## src/dds_defines.svh

```systemverilog
// Constants for the burst SRAM pin interface: widths, burst, timing
// Assumes inclusion by bare name from the files that use its macros
`ifndef DDS_DEFINES_SVH
`define DDS_DEFINES_SVH
`define DDS_DATA_W   36
`define DDS_SEL_W    4
`define DDS_ADDR_W   21
`define DDS_LANE_W   9
`define DDS_NIB_W    4
`define DDS_BURST    4
`define DDS_AW_X8    21
`define DDS_AW_X18   20
`define DDS_AW_X36   19
`define DDS_W_X8     8
`define DDS_W_X9     9
`define DDS_W_X18    18
`define DDS_MEM_LOC_W 10
`define DDS_FIFO_DEPTH 8
`define DDS_HOST_SKEW 1
`endif

```

## src/dds_pkg.sv

```systemverilog
// Types shared by both ends of the burst SRAM link
// Assumes dds_defines.svh is on the include path
package dds_pkg;
   typedef enum logic [1:0]
   {
      DDS_X8  = 2'h0,
      DDS_X9  = 2'h1,
      DDS_X18 = 2'h2,
      DDS_X36 = 2'h3
   } dds_cfg_e;
   typedef enum logic [2:0]
   {
      RD_IDLE = 3'h1,
      RD_WAIT = 3'h2,
      RD_OUT  = 3'h4
   } dds_rd_e;
   typedef enum logic [2:0]
   {
      H_IDLE = 3'h1,
      H_WR   = 3'h2,
      H_RD   = 3'h4
   } dds_host_e;
endpackage : dds_pkg

```

## src/dds_link_if.sv

```systemverilog
// Pin-level link between memory controller and burst SRAM
// Assumes one clock; each cycle is one input-clock edge slot
`timescale 1ns/10ps
`include "dds_defines.svh"
interface dds_link_if;
   logic                    k_phase;
   logic                    c_phase;
   logic                    write_port_select_n;
   logic                    read_port_select_n;
   logic [`DDS_ADDR_W-1:0]  addr;
   logic [`DDS_DATA_W-1:0]  d;
   logic [`DDS_SEL_W-1:0]   byte_write_select_n;
   logic [`DDS_DATA_W-1:0]  q;
   logic                    q_oe;

   modport dev
   (
      input  k_phase, c_phase, write_port_select_n, read_port_select_n,
      input  addr, d, byte_write_select_n,
      output q, q_oe
   );
   modport host
   (
      output k_phase, c_phase, write_port_select_n, read_port_select_n,
      output addr, d, byte_write_select_n,
      input  q, q_oe
   );
endinterface : dds_link_if

```

## src/dds_host.sv

```systemverilog
// Memory controller end and its read-data FIFO
// Assumes device on the same sys_clk; user side is valid/ready
//
`timescale 1ns/10ps
`include "dds_defines.svh"
module dds_fifo
#(
   parameter int WIDTH = `DDS_DATA_W,
   parameter int DEPTH = `DDS_FIFO_DEPTH
)
(
   input  wire logic             sys_clk,
   input  wire logic             rstn,
   input  wire logic             in_valid,
   output logic                  in_ready,
   input  wire logic [WIDTH-1:0] in_data,
   output logic                  out_valid,
   input  wire logic             out_ready,
   output logic [WIDTH-1:0]      out_data,
   output logic [$clog2(DEPTH):0] level
);
   localparam int PW = $clog2(DEPTH);
   logic [WIDTH-1:0] buf_mem [0:DEPTH-1];
   logic [PW-1:0]    wr_ptr_reg;
   logic [PW-1:0]    rd_ptr_reg;
   logic [PW:0]      cnt_reg;
   logic             push;
   logic             pop;

   assign in_ready  = (cnt_reg != DEPTH[PW:0]);
   assign out_valid = (cnt_reg != '0);
   assign push      = in_valid & in_ready;
   assign pop       = out_valid & out_ready;
   assign out_data  = buf_mem[rd_ptr_reg];
   assign level     = cnt_reg;

   always_ff @(posedge sys_clk)
   begin
      if (push)
      begin
         buf_mem[wr_ptr_reg] <= in_data;
      end
   end

   always_ff @(posedge sys_clk)
   begin
      if (!rstn)
      begin
         wr_ptr_reg <= '0;
         rd_ptr_reg <= '0;
         cnt_reg    <= '0;
      end
      else
      begin
         wr_ptr_reg <= push ? wr_ptr_reg + 1'b1 : wr_ptr_reg;
         rd_ptr_reg <= pop ? rd_ptr_reg + 1'b1 : rd_ptr_reg;
         cnt_reg    <= cnt_reg + {{PW{1'b0}}, push} - {{PW{1'b0}}, pop};
      end
   end
endmodule : dds_fifo

////////////////////////////////////////////////////////////////////////////
module dds_host
(
   input  wire logic                          sys_clk,
   input  wire logic                          rstn,
   input  wire logic                          cmd_valid,
   output logic                               cmd_ready,
   input  wire logic                          cmd_write,
   input  wire logic [`DDS_ADDR_W-1:0]        cmd_addr,
   input  wire logic [4*`DDS_DATA_W-1:0]      cmd_wdata,
   input  wire logic [4*`DDS_SEL_W-1:0]       cmd_sel_n,
   output logic                               rd_valid,
   input  wire logic                          rd_ready,
   output logic [`DDS_DATA_W-1:0]             rd_data,
   dds_link_if.host                           link
);
   import dds_pkg::*;

   localparam int DW = `DDS_DATA_W;
   localparam int SW = `DDS_SEL_W;

   dds_host_e                 st_reg;
   logic                      k_phase_reg;
   logic [`DDS_HOST_SKEW-1:0] c_dly_reg;
   logic [1:0]                beat_reg;
   logic [4*DW-1:0]           wbuf_reg;
   logic [4*SW-1:0]           sbuf_reg;
   logic                      wps_n_reg;
   logic                      rps_n_reg;
   logic [`DDS_ADDR_W-1:0]    addr_reg;
   logic                      fifo_in_ready;
   logic [$clog2(`DDS_FIFO_DEPTH):0] fifo_level;
   logic                      cap;

   // Room for a whole burst before a read is issued
   assign cmd_ready = (st_reg == H_IDLE) & k_phase_reg &
                      (cmd_write | (fifo_level <= (`DDS_FIFO_DEPTH - `DDS_BURST)));
   assign cap = link.q_oe & fifo_in_ready;

   // Input clock pair as slot phase; output clock a skewed copy
   always_ff @(posedge sys_clk)
   begin
      if (!rstn)
      begin
         k_phase_reg <= 1'b1;
         c_dly_reg   <= '1;
      end
      else
      begin
         k_phase_reg <= ~k_phase_reg;
         c_dly_reg   <= k_phase_reg;
      end
   end

   always_ff @(posedge sys_clk)
   begin
      if (!rstn)
      begin
         st_reg    <= H_IDLE;
         beat_reg  <= 2'h0;
         wbuf_reg  <= '0;
         sbuf_reg  <= '1;
         wps_n_reg <= 1'b1;
         rps_n_reg <= 1'b1;
         addr_reg  <= '0;
      end
      else
      begin
         wps_n_reg <= 1'b1;
         rps_n_reg <= 1'b1;
         case (st_reg)
            H_IDLE:
            begin
               if (cmd_valid & cmd_ready)
               begin
                  addr_reg <= cmd_addr;
                  beat_reg <= 2'h0;
                  if (cmd_write)
                  begin
                     wps_n_reg <= 1'b0;
                     wbuf_reg  <= cmd_wdata;
                     sbuf_reg  <= cmd_sel_n;
                     st_reg    <= H_WR;
                  end
                  else
                  begin
                     rps_n_reg <= 1'b0;
                     st_reg    <= H_RD;
                  end
               end
            end
            H_WR:
            begin
               wbuf_reg <= {{DW{1'b0}}, wbuf_reg[4*DW-1:DW]};
               sbuf_reg <= {{SW{1'b1}}, sbuf_reg[4*SW-1:SW]};
               beat_reg <= beat_reg + 2'h1;
               if (beat_reg == 2'h3)
               begin
                  st_reg <= H_IDLE;
               end
            end
            H_RD:
            begin
               if (cap)
               begin
                  beat_reg <= beat_reg + 2'h1;
                  if (beat_reg == 2'h3)
                  begin
                     st_reg <= H_IDLE;
                  end
               end
            end
            default:
            begin
               st_reg <= H_IDLE;
            end
         endcase
      end
   end

   assign link.k_phase             = k_phase_reg;
   assign link.c_phase             = c_dly_reg[`DDS_HOST_SKEW-1];
   assign link.write_port_select_n = wps_n_reg;
   assign link.read_port_select_n  = rps_n_reg;
   // one address bus for both ports
   assign link.addr                = addr_reg;
   assign link.d                   = wbuf_reg[DW-1:0];
   assign link.byte_write_select_n = sbuf_reg[SW-1:0];

   dds_fifo #(.WIDTH(DW), .DEPTH(`DDS_FIFO_DEPTH)) u_rd_fifo
   (
      .sys_clk   (sys_clk),
      .rstn      (rstn),
      .in_valid  (link.q_oe),
      .in_ready  (fifo_in_ready),
      .in_data   (link.q),
      .out_valid (rd_valid),
      .out_ready (rd_ready),
      .out_data  (rd_data),
      .level     (fifo_level)
   );
endmodule : dds_host

```

## src/flat_wrapper.sv

```systemverilog
// flat-port wrapper written by rule: the top's interface ports become plain ports
module dds_host_flat import dds_pkg::*;
  (sys_clk, rstn, cmd_valid, cmd_ready, cmd_write, cmd_addr, cmd_wdata, cmd_sel_n, rd_valid, rd_ready, rd_data, link_k_phase, link_c_phase, link_write_port_select_n, link_read_port_select_n, link_addr, link_d, link_byte_write_select_n, link_q, link_q_oe);
  dds_link_if link_i ();
  input  wire logic sys_clk;
  input  wire logic rstn;
  input  wire logic cmd_valid;
  output logic cmd_ready;
  input  wire logic cmd_write;
  input  wire logic [`DDS_ADDR_W-1:0] cmd_addr;
  input  wire logic [4*`DDS_DATA_W-1:0] cmd_wdata;
  input  wire logic [4*`DDS_SEL_W-1:0] cmd_sel_n;
  output logic rd_valid;
  input  wire logic rd_ready;
  output logic [`DDS_DATA_W-1:0] rd_data;
  output wire logic [$bits(link_i.k_phase)-1:0] link_k_phase;
  output wire logic [$bits(link_i.c_phase)-1:0] link_c_phase;
  output wire logic [$bits(link_i.write_port_select_n)-1:0] link_write_port_select_n;
  output wire logic [$bits(link_i.read_port_select_n)-1:0] link_read_port_select_n;
  output wire logic [$bits(link_i.addr)-1:0] link_addr;
  output wire logic [$bits(link_i.d)-1:0] link_d;
  output wire logic [$bits(link_i.byte_write_select_n)-1:0] link_byte_write_select_n;
  input wire logic [$bits(link_i.q)-1:0] link_q;
  input wire logic [$bits(link_i.q_oe)-1:0] link_q_oe;
  assign link_k_phase = link_i.k_phase;
  assign link_c_phase = link_i.c_phase;
  assign link_write_port_select_n = link_i.write_port_select_n;
  assign link_read_port_select_n = link_i.read_port_select_n;
  assign link_addr = link_i.addr;
  assign link_d = link_i.d;
  assign link_byte_write_select_n = link_i.byte_write_select_n;
  assign link_i.q = link_q;
  assign link_i.q_oe = link_q_oe;
  dds_host u_core (.sys_clk(sys_clk), .rstn(rstn), .cmd_valid(cmd_valid), .cmd_ready(cmd_ready), .cmd_write(cmd_write), .cmd_addr(cmd_addr), .cmd_wdata(cmd_wdata), .cmd_sel_n(cmd_sel_n), .rd_valid(rd_valid), .rd_ready(rd_ready), .rd_data(rd_data), .link(link_i));
endmodule
```

## config.mk

```make
export PLATFORM = sky130hd
export DESIGN_NAME = dds_host_flat
export DESIGN_NICKNAME = d
export VERILOG_FILES = /design/src/dds_pkg.sv /design/src/dds_link_if.sv /design/src/dds_host.sv /design/src/flat_wrapper.sv
export VERILOG_INCLUDE_DIRS = /design/src
export SDC_FILE = /design/constraint.sdc
export NUM_CORES = 1
export LEC_CHECK = 0
export ABC_CLOCK_PERIOD_IN_PS = 6000
export BUFFER_PORTS_ARGS = -buffer_cell sky130_fd_sc_hd__buf_4
export CAP_MARGIN = 5
export CORE_ASPECT_RATIO = 1.1
export CORE_UTILIZATION = 57
export DETAILED_ROUTE_END_ITERATION = 6
export PLACE_DENSITY = 0.79
export SETUP_SLACK_MARGIN = 0.05
export SYNTH_ARGS = -nofsm -noshare
export SYNTH_HDL_FRONTEND = slang
export SYNTH_HIERARCHICAL = 1
export SYNTH_SLANG_ARGS = --single-unit
```

## constraint.sdc

```tcl
create_clock -name sys_clk -period 6 [get_ports sys_clk]
set_input_delay 1.2 -clock sys_clk [delete_from_list [all_inputs] [get_ports sys_clk]]
set_output_delay 1.2 -clock sys_clk [all_outputs]
set_load 0.1 [all_outputs]
```

Word-level counts from Yosys, hierarchy flattened:

Memories as Yosys holds them, arrays and structs flattened. A register that Yosys moved wholly into a read port is not among the register bits.
Cells that the tools add are included.

* $add $sub $neg: 5
* $lt $le $gt $ge: 1
* equality and inequality tests: 8
* mux-type cells: 20
* bitwise logic cells: 7
* reduce and logical (&&, ||, !) cells: 8

Operator list (number)
* $mux W144: 2
* $pmux W144 S2: 1
* $mux W16: 2
* $pmux W16 S2: 1
* $mux W3: 6
* $pmux W3 S3: 1
* $reduce_and A3 Y1: 3
* $add A3 B1 Y3 const B: 2
* $ne A2 B2 Y1 const B: 3
* $pmux W2 S3: 1
* $and A1 B1 Y1: 5
* $add A4 B1 Y4: 1
* $le A4 B3 Y1 const B: 1
* $mux W1: 4
* $mux W2: 2
* $ne A4 B4 Y1 const B: 1
* $reduce_and A2 Y1: 2
* $reduce_bool A4 Y1: 1
* $sub A4 B1 Y4: 1
* $eq A3 B1 Y1 const B: 1
* $eq A3 B2 Y1 const B: 1
* $eq A3 B3 Y1 const B: 1
* $reduce_bool A3 Y1: 1
* $add A2 B1 Y2 const B: 1
* 4 further kinds: 4

* bits in registers: 200
* bits in writable memories: 288
* bits of input ports: 223
* output and inout bits: 103
* word-level logic and storage cells: 62
* memories kept: 1

Memory list
* u_core.u_rd_fifo.buf_mem: words 8, width 36, read ports 1, clocked after memory_dff 1, wr ports 1, line dds_host.sv:23 `logic [WIDTH-1:0] buf_mem [0:DEPTH-1];`

Longest topological paths before layout:

Gate-level depths: netlist (run 1).

* word-level depth: 6
* depth in mapped cells: 10

By module:

The synthesis (run 1) kept the hierarchy.

By module, submodules not included
* dds_fifo: instances 1, cells each 494, area an instance 11787.6 µm², sequential area each 8908.5 µm²
* dds_host: instances 1, cells each 946, area an instance 8841.0 µm², sequential area each 3803.6 µm²

Least setup slack after synthesis (run 1):

No wires, ideal clock.

* kind: input port to flip-flop
* from: in link_q_oe
* to: mem u_core/u_rd_fifo/buf_mem[0][0] in the netlist's numbering, enable pin
* data arrival time: 4.760 ns
* path slack: 0.721 ns
* stages on the path: 2
* cells stage by stage: nand2_2 -> nor4_1

* cells in the longest elaborated chain, start to end: 3

RTL lines
* from (decl): line flat_wrapper.sv:24 `input wire logic [$bits(link_i.q_oe)-1:0] link_q_oe;`
* $and A1 B1 Y1: line dds_host.sv:32 `assign push = in_valid & in_ready;`
* $mux W1: line dds_host.sv:39 `if (push)`
* $mux W1 (not written as such): line dds_host.sv:41 `buf_mem[wr_ptr_reg] <= in_data;`
* to (decl): line dds_host.sv:23

No other way between the ends.

==> qor.yml, run 1 <==
routing:
  ant_nets: 0
  met3_wirelength_um: 3900
  wire_per_inst_um: 22.3
  drc: 0
  wl_met2_um: 24100
  firstDrtPassIters: 5
  drt-vias-per-instance: 5.97
  drt-met1-wl_um: 19200
  finalWirelength_um: 48700
  drtIter0Drc: 1012
  vias: 13000
  routed.top_layer: "met5"
logic_synthesis:
  yosys-top-cells-area: "edfxtp_1 42%, dfxtp_1 20%, mux4_1 9.2%"
  synth-edff-count: 288
  synth_top_area_cell: "edfxtp_1"
  yosysTopAreaCellShare: 0.419
  yosysSeqAreaShare: 0.616
  netlist_area_um2: 20600
  post-synth-top-count-cell: "edfxtp_1"
  ys.warnings.count: 6
  yosysUniqueCellTypes: 51
  synth_cells: 1440
  ys_ff_latch: 491
  synth-async-reset-ratio: 0
  avgSynthCellArea_um2: 14.3
  synthTopCellsByCount: "288 x edfxtp_1, 203 x dfxtp_1, 163 x a21oi_1"
  synthFlopType: "edfxtp_1"
  synth_nets: 1672
worst_setup_path:
  arrival_ns: 3.11
  start_kind: "flop"
  rrSetupSlack_ns: 2.96
  cp-end-kind: "output port"
  r2r_end: "u_core/wbuf_reg[8]"
  criticalPathCategory: "flop to output port"
  crit_path_end: "rd_data[13]"
  cp.required_ns: 4.80
  reg2reg_from: "u_core/link.k_phase"
  critPathMaxFanout: 50
  r2r_cells: 6
floorplan:
  die_y_um: 202
  boundaryPins: 326
  core_um2: 35400
  initial_core_util: 0.583
  die-area_um2: 37000
  fp-row-count: 72
  die_w_um: 183
grt:
  grt_pass1_vias: 12900
  gr-total-overflow: 0
  grt_max_degree: 211
  grtUsageTotal: 0.261
  antenna_found_initial: 11
  grt_pass1_wl_um: 73400
clock_tree:
  clk_pin_slew_ns: 0.06
  cts_tree: "built"
  hold_buffers: 0
  clock_latency_ns: 0.57
  cts_repair_resize_count: 0
  cts_root_buf: "clkbuf_16"
  numCtsBuffers: 49
  htreeDepth: 2
  post_cts.repair.setup_buffers: 0
  clockBufferDepth: 3
  cts_num_sinks: 491
hold_path:
  hold-path-cell-count: 2
  hp-class: "flop to flop"
layout:
  fin_cells: 2186
  largest_register_ffs: 288
  drive_above_1_share: 0.284
  areaGrowthSynthToFinish_pct: 19.1
  fin_nets: 1888
  fillers: 2399
pwr:
  irDropWorstVdd_mv: 0.321
  power_leakage_nw: 9.45
  internal-power_mw: 6.36
  powerDensity_nw_per_um2: 392
  p_switching_mw: 3.26
  pwr-share-clk: 0.315
  total_power_mw: 9.63
  power_frac_comb: 0.269
  swShare: 0.339
  p_seq_frac: 0.416
placed_design:
  dp.cells: 2086
  hpwlAfterDp_um: 30300
  globalplace.congestion: 0.821
  port_buffers: 325
timing:
  final.min_clock_period_ns: 4.31
  holdWs_ns: 0.460
  relSlewSlack: 0.231
  fin_crit_sh: 0.719
  fin_tns_setup_ns: 0
  fmax_mhz: 232
  rsz0062_at_grt: "no"
  worst_pin_slew_ns: 1.15
  hold_viol_final: 0
  finalSetupViolations: 0
  finalMaxSlewViolations: 0
  fin_skew_ns: 0.0198
status:
  status: "finished clean"
flow_run:
  max_cap_violations: 0
how the worst min path moves through the flow:
stage	to	startpoint	slack, ns
after global routing	u_core/link.addr[1]	u_core/link.addr[1]	0.48
after global placement	u_core/link.addr[16]	u_core/link.addr[16]	0.44
after floorplan	u_core/beat_reg[1]	u_core/beat_reg[1]	0.44
final	u_core/link.addr[12]	u_core/link.addr[12]	0.46
after CTS	u_core/link.addr[12]	u_core/link.addr[12]	0.46
after detailed placement	u_core/link.addr[1]	u_core/link.addr[1]	0.45
cell usage in the layout, fill, tap and decap left out, drive strengths merged, types with 8 or more instances in the layout:
cell,netlist,final
nand4,36,36
a21oi,163,163
o21ai,53,53
clkbuf,73,68
dfxtp,203,203
diode,0,8
nand2,62,62
inv,7,9
nor3,18,18
clkinv,0,14
a311oi,108,108
mux2,48,48
buf,105,343
mux4,72,72
edfxtp,288,288
mux2i,139,139
ha,8,8
per-stage QoR:
step / utilization / instance area (um2) / worst slack, ns
2_1_floorplan: - / 20600 / 0.721
3_3_place_gp: 0.648 / 22900 / 2.32
3_5_place_dp: 0.648 / 22900 / 2.23
4_1_cts: 0.693 / 24500 / 1.66
5_1_grt: 0.694 / 24600 / 1.62
6_report: 0.694 / 24600 / 1.69
critical path, stage by stage (launching register included):
cell     delay, ns
dfxtp_4       0.89
buf_4         0.47
mux4_1        0.61
mux2_2        0.29
buf_4         0.24
per-layer routing:
layer,vias to the layer above,GRT usage
met1,6346,0.330
li1,6122,-
met3,88,0.0682
met4,6,0.107
met5,-,0
met2,485,0.425
area by class of cell:
class	instances	area (um2)	share of cell area
clock buffers	68	1370	0.0557
repair buffers	343	2600	0.106
multi-input cells	764	6970	0.284
inverters	7	36.3	0.00148
diodes	8	20.0	0.000815
well taps	481	602	0.0245
flip-flops and latches	491	12700	0.518
clock inverters	24	249	0.0101
cells by family (layout without fill, tap and decap cells):
kind of cell	after synthesis	count (layout)	share of synthesized area
and+or+nand+nor	157	157	0.0390
muxes	259	259	0.186
adders and majority gates	9	9	0.00582
xor gates and xnor gates	4	4	0.00170
AOI/OAI and AO/OA	335	335	0.102
DFF	491	491	0.616
buffers and inverters	185	442	0.0494
other	0	8	0
power groups by stage:
stage / registers, mW / clock network [mW] / logic [mW]
after global routing: 4.03 / 3.20 / 2.70
after CTS: 4.01 / 3.09 / 2.60
final: 4.01 / 3.03 / 2.59
after global placement: 4.06 / 0 / 2.55
after detailed placement: 4.07 / 0 / 2.59
after floorplan: 4.07 / 0 / 2.02
Power figures use the tool's default switching activity.
==> run 2: changes to the inputs <==
--- a/config.mk
+++ b/config.mk
@@ -6,13 +6,13 @@
 export SDC_FILE = /design/constraint.sdc
 export NUM_CORES = 1
 export LEC_CHECK = 0
-export ABC_CLOCK_PERIOD_IN_PS = 6000
+export ABC_CLOCK_PERIOD_IN_PS = 3500
 export BUFFER_PORTS_ARGS = -buffer_cell sky130_fd_sc_hd__buf_4
 export CAP_MARGIN = 5
 export CORE_ASPECT_RATIO = 1.1
-export CORE_UTILIZATION = 57
+export CORE_UTILIZATION = 51
 export DETAILED_ROUTE_END_ITERATION = 6
-export PLACE_DENSITY = 0.79
+export PLACE_DENSITY = 0.75
 export SETUP_SLACK_MARGIN = 0.05
 export SYNTH_ARGS = -nofsm -noshare
 export SYNTH_HDL_FRONTEND = slang
==> constraint.sdc (replaced) <==
create_clock -name sys_clk -period 3.5 [get_ports sys_clk]
set_input_delay 0.7 -clock sys_clk [delete_from_list [all_inputs] [get_ports sys_clk]]
set_output_delay 0.7 -clock sys_clk [all_outputs]
set_load 0.1 [all_outputs]
==> run 2 against run 1 <==
Setup slack worse by 1.5 ns. Highest routed layer is now met4. Routed wire length shrank 0.75%. Core utilization fell by 6.5 points. Final area grew 1.3%. Register-to-register slack worse by 2.0 ns. Sequential share of layout area fell by 0.66 points. Global-route usage is 3.1 points lower. Worst hold slack got worse by 0.098 ns. Power increased by 77%.
==> qor.yml, run 2 (synthesis results as in run 1) <==
status:
  status: "finished clean"
grt:
  grt_pass1_vias: 12700
  grt_max_degree: 110
  gr-total-overflow: 0
  antenna_found_initial: 5
  grtUsageTotal: 0.229
  grt_pass1_wl_um: 72700
clock_tree:
  clock_latency_ns: 0.56
  cts_num_sinks: 491
  post_cts.repair.setup_buffers: 0
  hold_buffers: 0
  numCtsBuffers: 48
  clk_pin_slew_ns: 0.07
  cts_root_buf: "clkbuf_16"
  clockBufferDepth: 3
  htreeDepth: 2
  cts_tree: "built"
  cts_repair_resize_count: 0
floorplan:
  die_w_um: 194
  core_um2: 39600
  boundaryPins: 326
  die_y_um: 213
  initial_core_util: 0.521
  die-area_um2: 41300
  fp-row-count: 76
hold_path:
  hp-class: "primary input to flop"
  hp-start: "link_q[22]"
layout:
  seq_area_um2: 12700
  drive_above_1_share: 0.290
  areaGrowthSynthToFinish_pct: 20.6
  fin_nets: 1899
  mostFrequentLayoutCells: "348 x buf_4, 288 x edfxtp_1, 199 x dfxtp_1"
  largest_register_ffs: 288
  final_util: 0.629
  layout_commonest_cell: "buf_4"
  multi_input_area_um2: 6980
  fillers: 2917
timing:
  fin_crit_sh: 0.945
  fin_skew_ns: 0.0237
  worst_pin_slew_ns: 0.874
  holdWs_ns: 0.362
  final.min_clock_period_ns: 3.31
  finalMaxSlewViolations: 0
  relSlewSlack: 0.418
  rsz0062_at_grt: "no"
  finalSetupViolations: 0
  hold_viol_final: 0
  fmax_mhz: 302
flow_run:
  max_cap_violations: 0
worst_setup_path:
  criticalPathCategory: "flop to output port"
  critPathSlowestCell: "mux4_1"
  cp.required_ns: 2.80
  rrSetupSlack_ns: 0.99
  critPathMaxFanout: 16
  crit_top_cell: "buf_4"
  reg2reg_from: "u_core/u_rd_fifo/level[2]"
  crit_path_max_incr_delay_ns: 0.64
  worst-path-buf-inv: 2
  path_delay_family: "multiplexers"
  cp-end-kind: "output port"
  crit_chain: "buf_4, mux4_1, mux2_2, buf_4"
  arrival_ns: 2.61
  start_kind: "flop"
routing:
  drtIter0Drc: 883
  vias: 12900
  ant_nets: 0
  drc: 0
  drt-vias-per-instance: 5.83
  wire_per_inst_um: 21.8
  firstDrtPassIters: 7
  finalWirelength_um: 48400
placed_design:
  globalplace.congestion: 0.821
  port_buffers: 325
  hpwlAfterDp_um: 30300
pwr:
  swShare: 0.331
  internal-power_mw: 11.4
  p_switching_mw: 5.63
  power_leakage_nw: 9.59
  powerDensity_nw_per_um2: 684
  p_seq_frac: 0.398
  irDropWorstVdd_mv: 0.420
  pwr-share-clk: 0.334
  power_frac_comb: 0.268
## run 2: area by class of cell
| cell class | count | share of cell area |
|---|---|---|
| Antenna cell | 5 | 0.000503 |
| Inverter | 7 | 0.00136 |
| Clock inverter | 30 | 0.0190 |
| Tap cell | 507 | 0.0255 |
| Sequential cell | 491 | 0.511 |
| Clock buffer | 60 | 0.0513 |
| Timing Repair Buffer | 355 | 0.111 |
| Multi-Input combinational cell | 764 | 0.280 |
## run 2: worst reg2reg max path, stage by stage, from the launching register on
cell	delay, ns
dfxtp_1	0.31
inv_1	0.09
ha_1	0.14
or3b_2	0.51
nand2_2	0.26
xnor2_1	0.11
ha_1	0.24
fa_1	0.42
xor2_1	0.17
and2_1	0.16
## run 2: path summary, 6_finish.rpt
kind                                                        end  depth (start not counted)
worst max-delay path                                rd_data[33]                          4
worst min-delay path            u_core/u_rd_fifo/buf_mem[3][22]                          1
worst max register to register        u_core/u_rd_fifo/level[2]                          9
worst min register to register              u_core/link.addr[0]                          2
## run 2: per-stage QoR
| step | setup slack [ns] | power, mW | cells | setup TNS [ns] | cell area [um2] |
|---|---|---|---|---|---|
| after global routing | 0.123 | 17.6 | 2219 | 0 | 24900 |
| after global placement | 0.862 | 11.4 | 2124 | 0 | 23100 |
| final | 0.193 | 17.0 | 2219 | 0 | 24900 |
| after floorplan | -0.567 | 10.4 | 1440 | -61.28 | 20600 |
| after detailed placement | 0.837 | 11.5 | 2124 | 0 | 23100 |
| after CTS | 0.143 | 17.1 | 2214 | 0 | 24900 |
## run 2: metal layers
layer	vias to the layer above	part of all wire	GRT usage
met2	424	0.49	0.377
met1	6284	0.42	0.295
met5	-	0	0
met4	0	0.028	0.0839
met3	77	0.070	0.0570
li1	6147	-	-
## run 2: power by group through the flow
stage	clock, mW	combinational (mW)	sequential, mW
2_1_floorplan	0	3.46	6.98
3_3_place_gp	0	4.51	6.88
3_5_place_dp	0	4.56	6.89
4_1_cts	5.79	4.58	6.78
5_1_grt	6.02	4.74	6.81
6_report	5.69	4.56	6.78
==> run 3: changes to the inputs <==
--- a/config.mk
+++ b/config.mk
@@ -6,13 +6,14 @@
 export SDC_FILE = /design/constraint.sdc
 export NUM_CORES = 1
 export LEC_CHECK = 0
-export ABC_CLOCK_PERIOD_IN_PS = 3500
+export ABC_CLOCK_PERIOD_IN_PS = 3620
 export BUFFER_PORTS_ARGS = -buffer_cell sky130_fd_sc_hd__buf_4
 export CAP_MARGIN = 5
 export CORE_ASPECT_RATIO = 1.1
-export CORE_UTILIZATION = 51
+export CORE_UTILIZATION = 57
 export DETAILED_ROUTE_END_ITERATION = 6
-export PLACE_DENSITY = 0.75
+export GPL_TIMING_DRIVEN = 0
+export PLACE_DENSITY = 0.79
 export SETUP_SLACK_MARGIN = 0.05
 export SYNTH_ARGS = -nofsm -noshare
 export SYNTH_HDL_FRONTEND = slang
==> constraint.sdc (replaced) <==
create_clock -name sys_clk -period 3.62 [get_ports sys_clk]
set_input_delay 0.724 -clock sys_clk [delete_from_list [all_inputs] [get_ports sys_clk]]
set_output_delay 0.724 -clock sys_clk [all_outputs]
set_load 0.1 [all_outputs]
==> run 3 against run 2 <==
Global-route usage up 6.6 points. Power fell by 4.6%. Setup slack worse by 0.032 ns. Routed wire length grew 14%. Final area up 3.0%. Cell count is 6.4% higher. Worst hold slack gained 0.029 ns. Clock skew is 0.014 ns lower. Combinational power up 4%. First-iteration DRC count is 7.5% higher. Largest power group unchanged. Core utilization is 9.5 points higher.
==> qor.yml, run 3 (synthesis results as in run 1) <==
routing:
  firstDrtPassIters: 5
  ant_nets: 0
  finalWirelength_um: 54900
  wire_per_inst_um: 23.3
  vias: 14200
  drt-vias-per-instance: 6.01
  drc: 0
  drtIter0Drc: 949
pwr:
  irDropWorstVdd_mv: 0.440
  total_power_mw: 16.2
  power_leakage_nw: 10.1
  powerDensity_nw_per_um2: 634
placed_design:
  dp.cells: 2266
  globalplace.congestion: 0.944
  hpwlAfterDp_um: 39100
  port_buffers: 325
hold_path:
  hold-path-cell-count: 1
  hold_end: "u_core/u_rd_fifo/buf_mem[4][7]"
  hp-class: "primary input to flop"
  hp-start: "link_q[7]"
floorplan:
  fp-row-count: 72
  boundaryPins: 326
  die-area_um2: 37000
  die_y_um: 202
  die_w_um: 183
  initial_core_util: 0.583
  core_um2: 35400
layout:
  fillers: 2287
  areaGrowthSynthToFinish_pct: 24.2
  fin_cells: 2361
  largest_register_ffs: 288
  fin_nets: 2067
  layout_commonest_cell: "buf_4"
  final_util: 0.723
  drive_above_1_share: 0.308
  mostFrequentLayoutCells: "375 x buf_4, 288 x edfxtp_1, 203 x dfxtp_1"
grt:
  grt_pass1_vias: 14300
  grtUsageTotal: 0.295
  gr-total-overflow: 0
  antenna_found_initial: 10
  grt_max_degree: 21
  grt_pass1_wl_um: 82000
timing:
  fmax_mhz: 289
  worst_pin_slew_ns: 0.875
  finalSetupViolations: 0
  final.min_clock_period_ns: 3.46
  fin_tns_setup_ns: 0
  rsz0062_at_grt: "no"
  fin_skew_ns: 0.0100
  relSlewSlack: 0.412
  hold_viol_final: 0
  fin_crit_sh: 0.955
  finalMaxSlewViolations: 0
worst_setup_path:
  worst-path-buf-inv: 3
  path_delay_family: "buffers and inverters"
  reg2reg_from: "u_core/u_rd_fifo/level[2]"
  crit_path_max_incr_delay_ns: 0.57
  arrival_ns: 2.73
  r2r_end: "u_core/u_rd_fifo/buf_mem[2][12]"
  cp.required_ns: 2.90
  r2r_cells: 9
  cp-end-kind: "output port"
  critPathMaxFanout: 10
  start_kind: "flop"
  crit_chain: "clkbuf_2, buf_1, mux4_1, mux2_2, buf_4"
  criticalPathCategory: "flop to output port"
  critPathSlowestCell: "buf_1"
  rrSetupSlack_ns: 0.89
clock_tree:
  htreeDepth: 2
  cts_tree: "built"
  clk_pin_slew_ns: 0.07
  clock_latency_ns: 0.57
  cts_num_sinks: 491
  hold_buffers: 0
  numCtsBuffers: 48
  cts_root_buf: "clkbuf_16"
  clockBufferDepth: 3
status:
  status: "finished clean"
flow_run:
  max_cap_violations: 0
## run 3: changes by cell type in the layout (fill, tap and decap cells not counted), moves of 4 or more
cell       previous run  this run
clkinv_2              4        14
clkbuf_1             10        76
buf_1                 0         9
bufinv_16            12         5
buf_6                 0        24
buf_2                 0        35
dfxtp_1             199       203
buf_12                7         2
buf_4               348       375
## run 3: cell type report
cell class,instances,area [um2],area share
inverter,7,26.3,0.00103
clock buffer,59,1300,0.0509
buffer,178,993,0.0388
sequential,491,12700,0.496
antenna,5,12.5,0.000488
multi-input combinational,764,6960,0.272
clock inverter,31,283,0.0110
timing repair buffer,345,2720,0.106
tap,481,602,0.0235
## run 3: routing by layer
metal  share of wire  global-route usage
met2            0.50               0.506
met1            0.38               0.348
met3           0.083              0.0782
met4           0.040               0.126
met5          0.0012                   0
## run 3: worst max-delay path by stage
stage | startpoint | endpoint | slack, ns | cells past startpoint
after floorplan | u_core/u_rd_fifo/level[2] | u_core/u_rd_fifo/buf_mem[2][0] | -0.45 | 6
after global placement | u_core/u_rd_fifo/level[2] | u_core/u_rd_fifo/buf_mem[1][18] | -2.85 | 6
after detailed placement | flop | rd_data[1] | 0.67 | 5
after CTS | flop | rd_data[12] | 0.07 | 5
after global routing | flop | rd_data[12] | 0.06 | 5
final | flop | rd_data[12] | 0.16 | 5
## run 3: timing repair
item	4_1_cts	5_1_grt
endpoints found under the setup margin	0	2
resized for setup	0	2
setup buffers	0	0
hold endpoints to repair	0	0
## run 3: worst register-to-register path: stages (launching register included)
cell and delay (ns):
dfxtp_1 0.32, inv_1 0.07, ha_1 0.20, or3b_2 0.18, clkbuf_1 0.23, nand2_2 0.22
nor3_2 0.63, buf_6 0.25, buf_8 0.16, buf_6 0.17
## run 3: metrics by stage
step	setup WS (ns)	hold slack [ns]	instance area (um2)
global route	0.0607	0.375	25600
finish	0.161	0.391	25600
CTS	0.0733	0.370	25600
global placement	-2.85	0.443	23700
floorplan	-0.447	0.442	20600
detailed placement	0.673	0.450	24000
## run 3: report_power, final
group	total [mW]	switching [mW]	internal [mW]	leakage (nW)
logic	4.74	3.28	1.46	5.00
registers	6.48	0.174	6.31	4.27
clock network	5.01	2.10	2.92	0.787
total	16.2	5.55	10.7	10.1
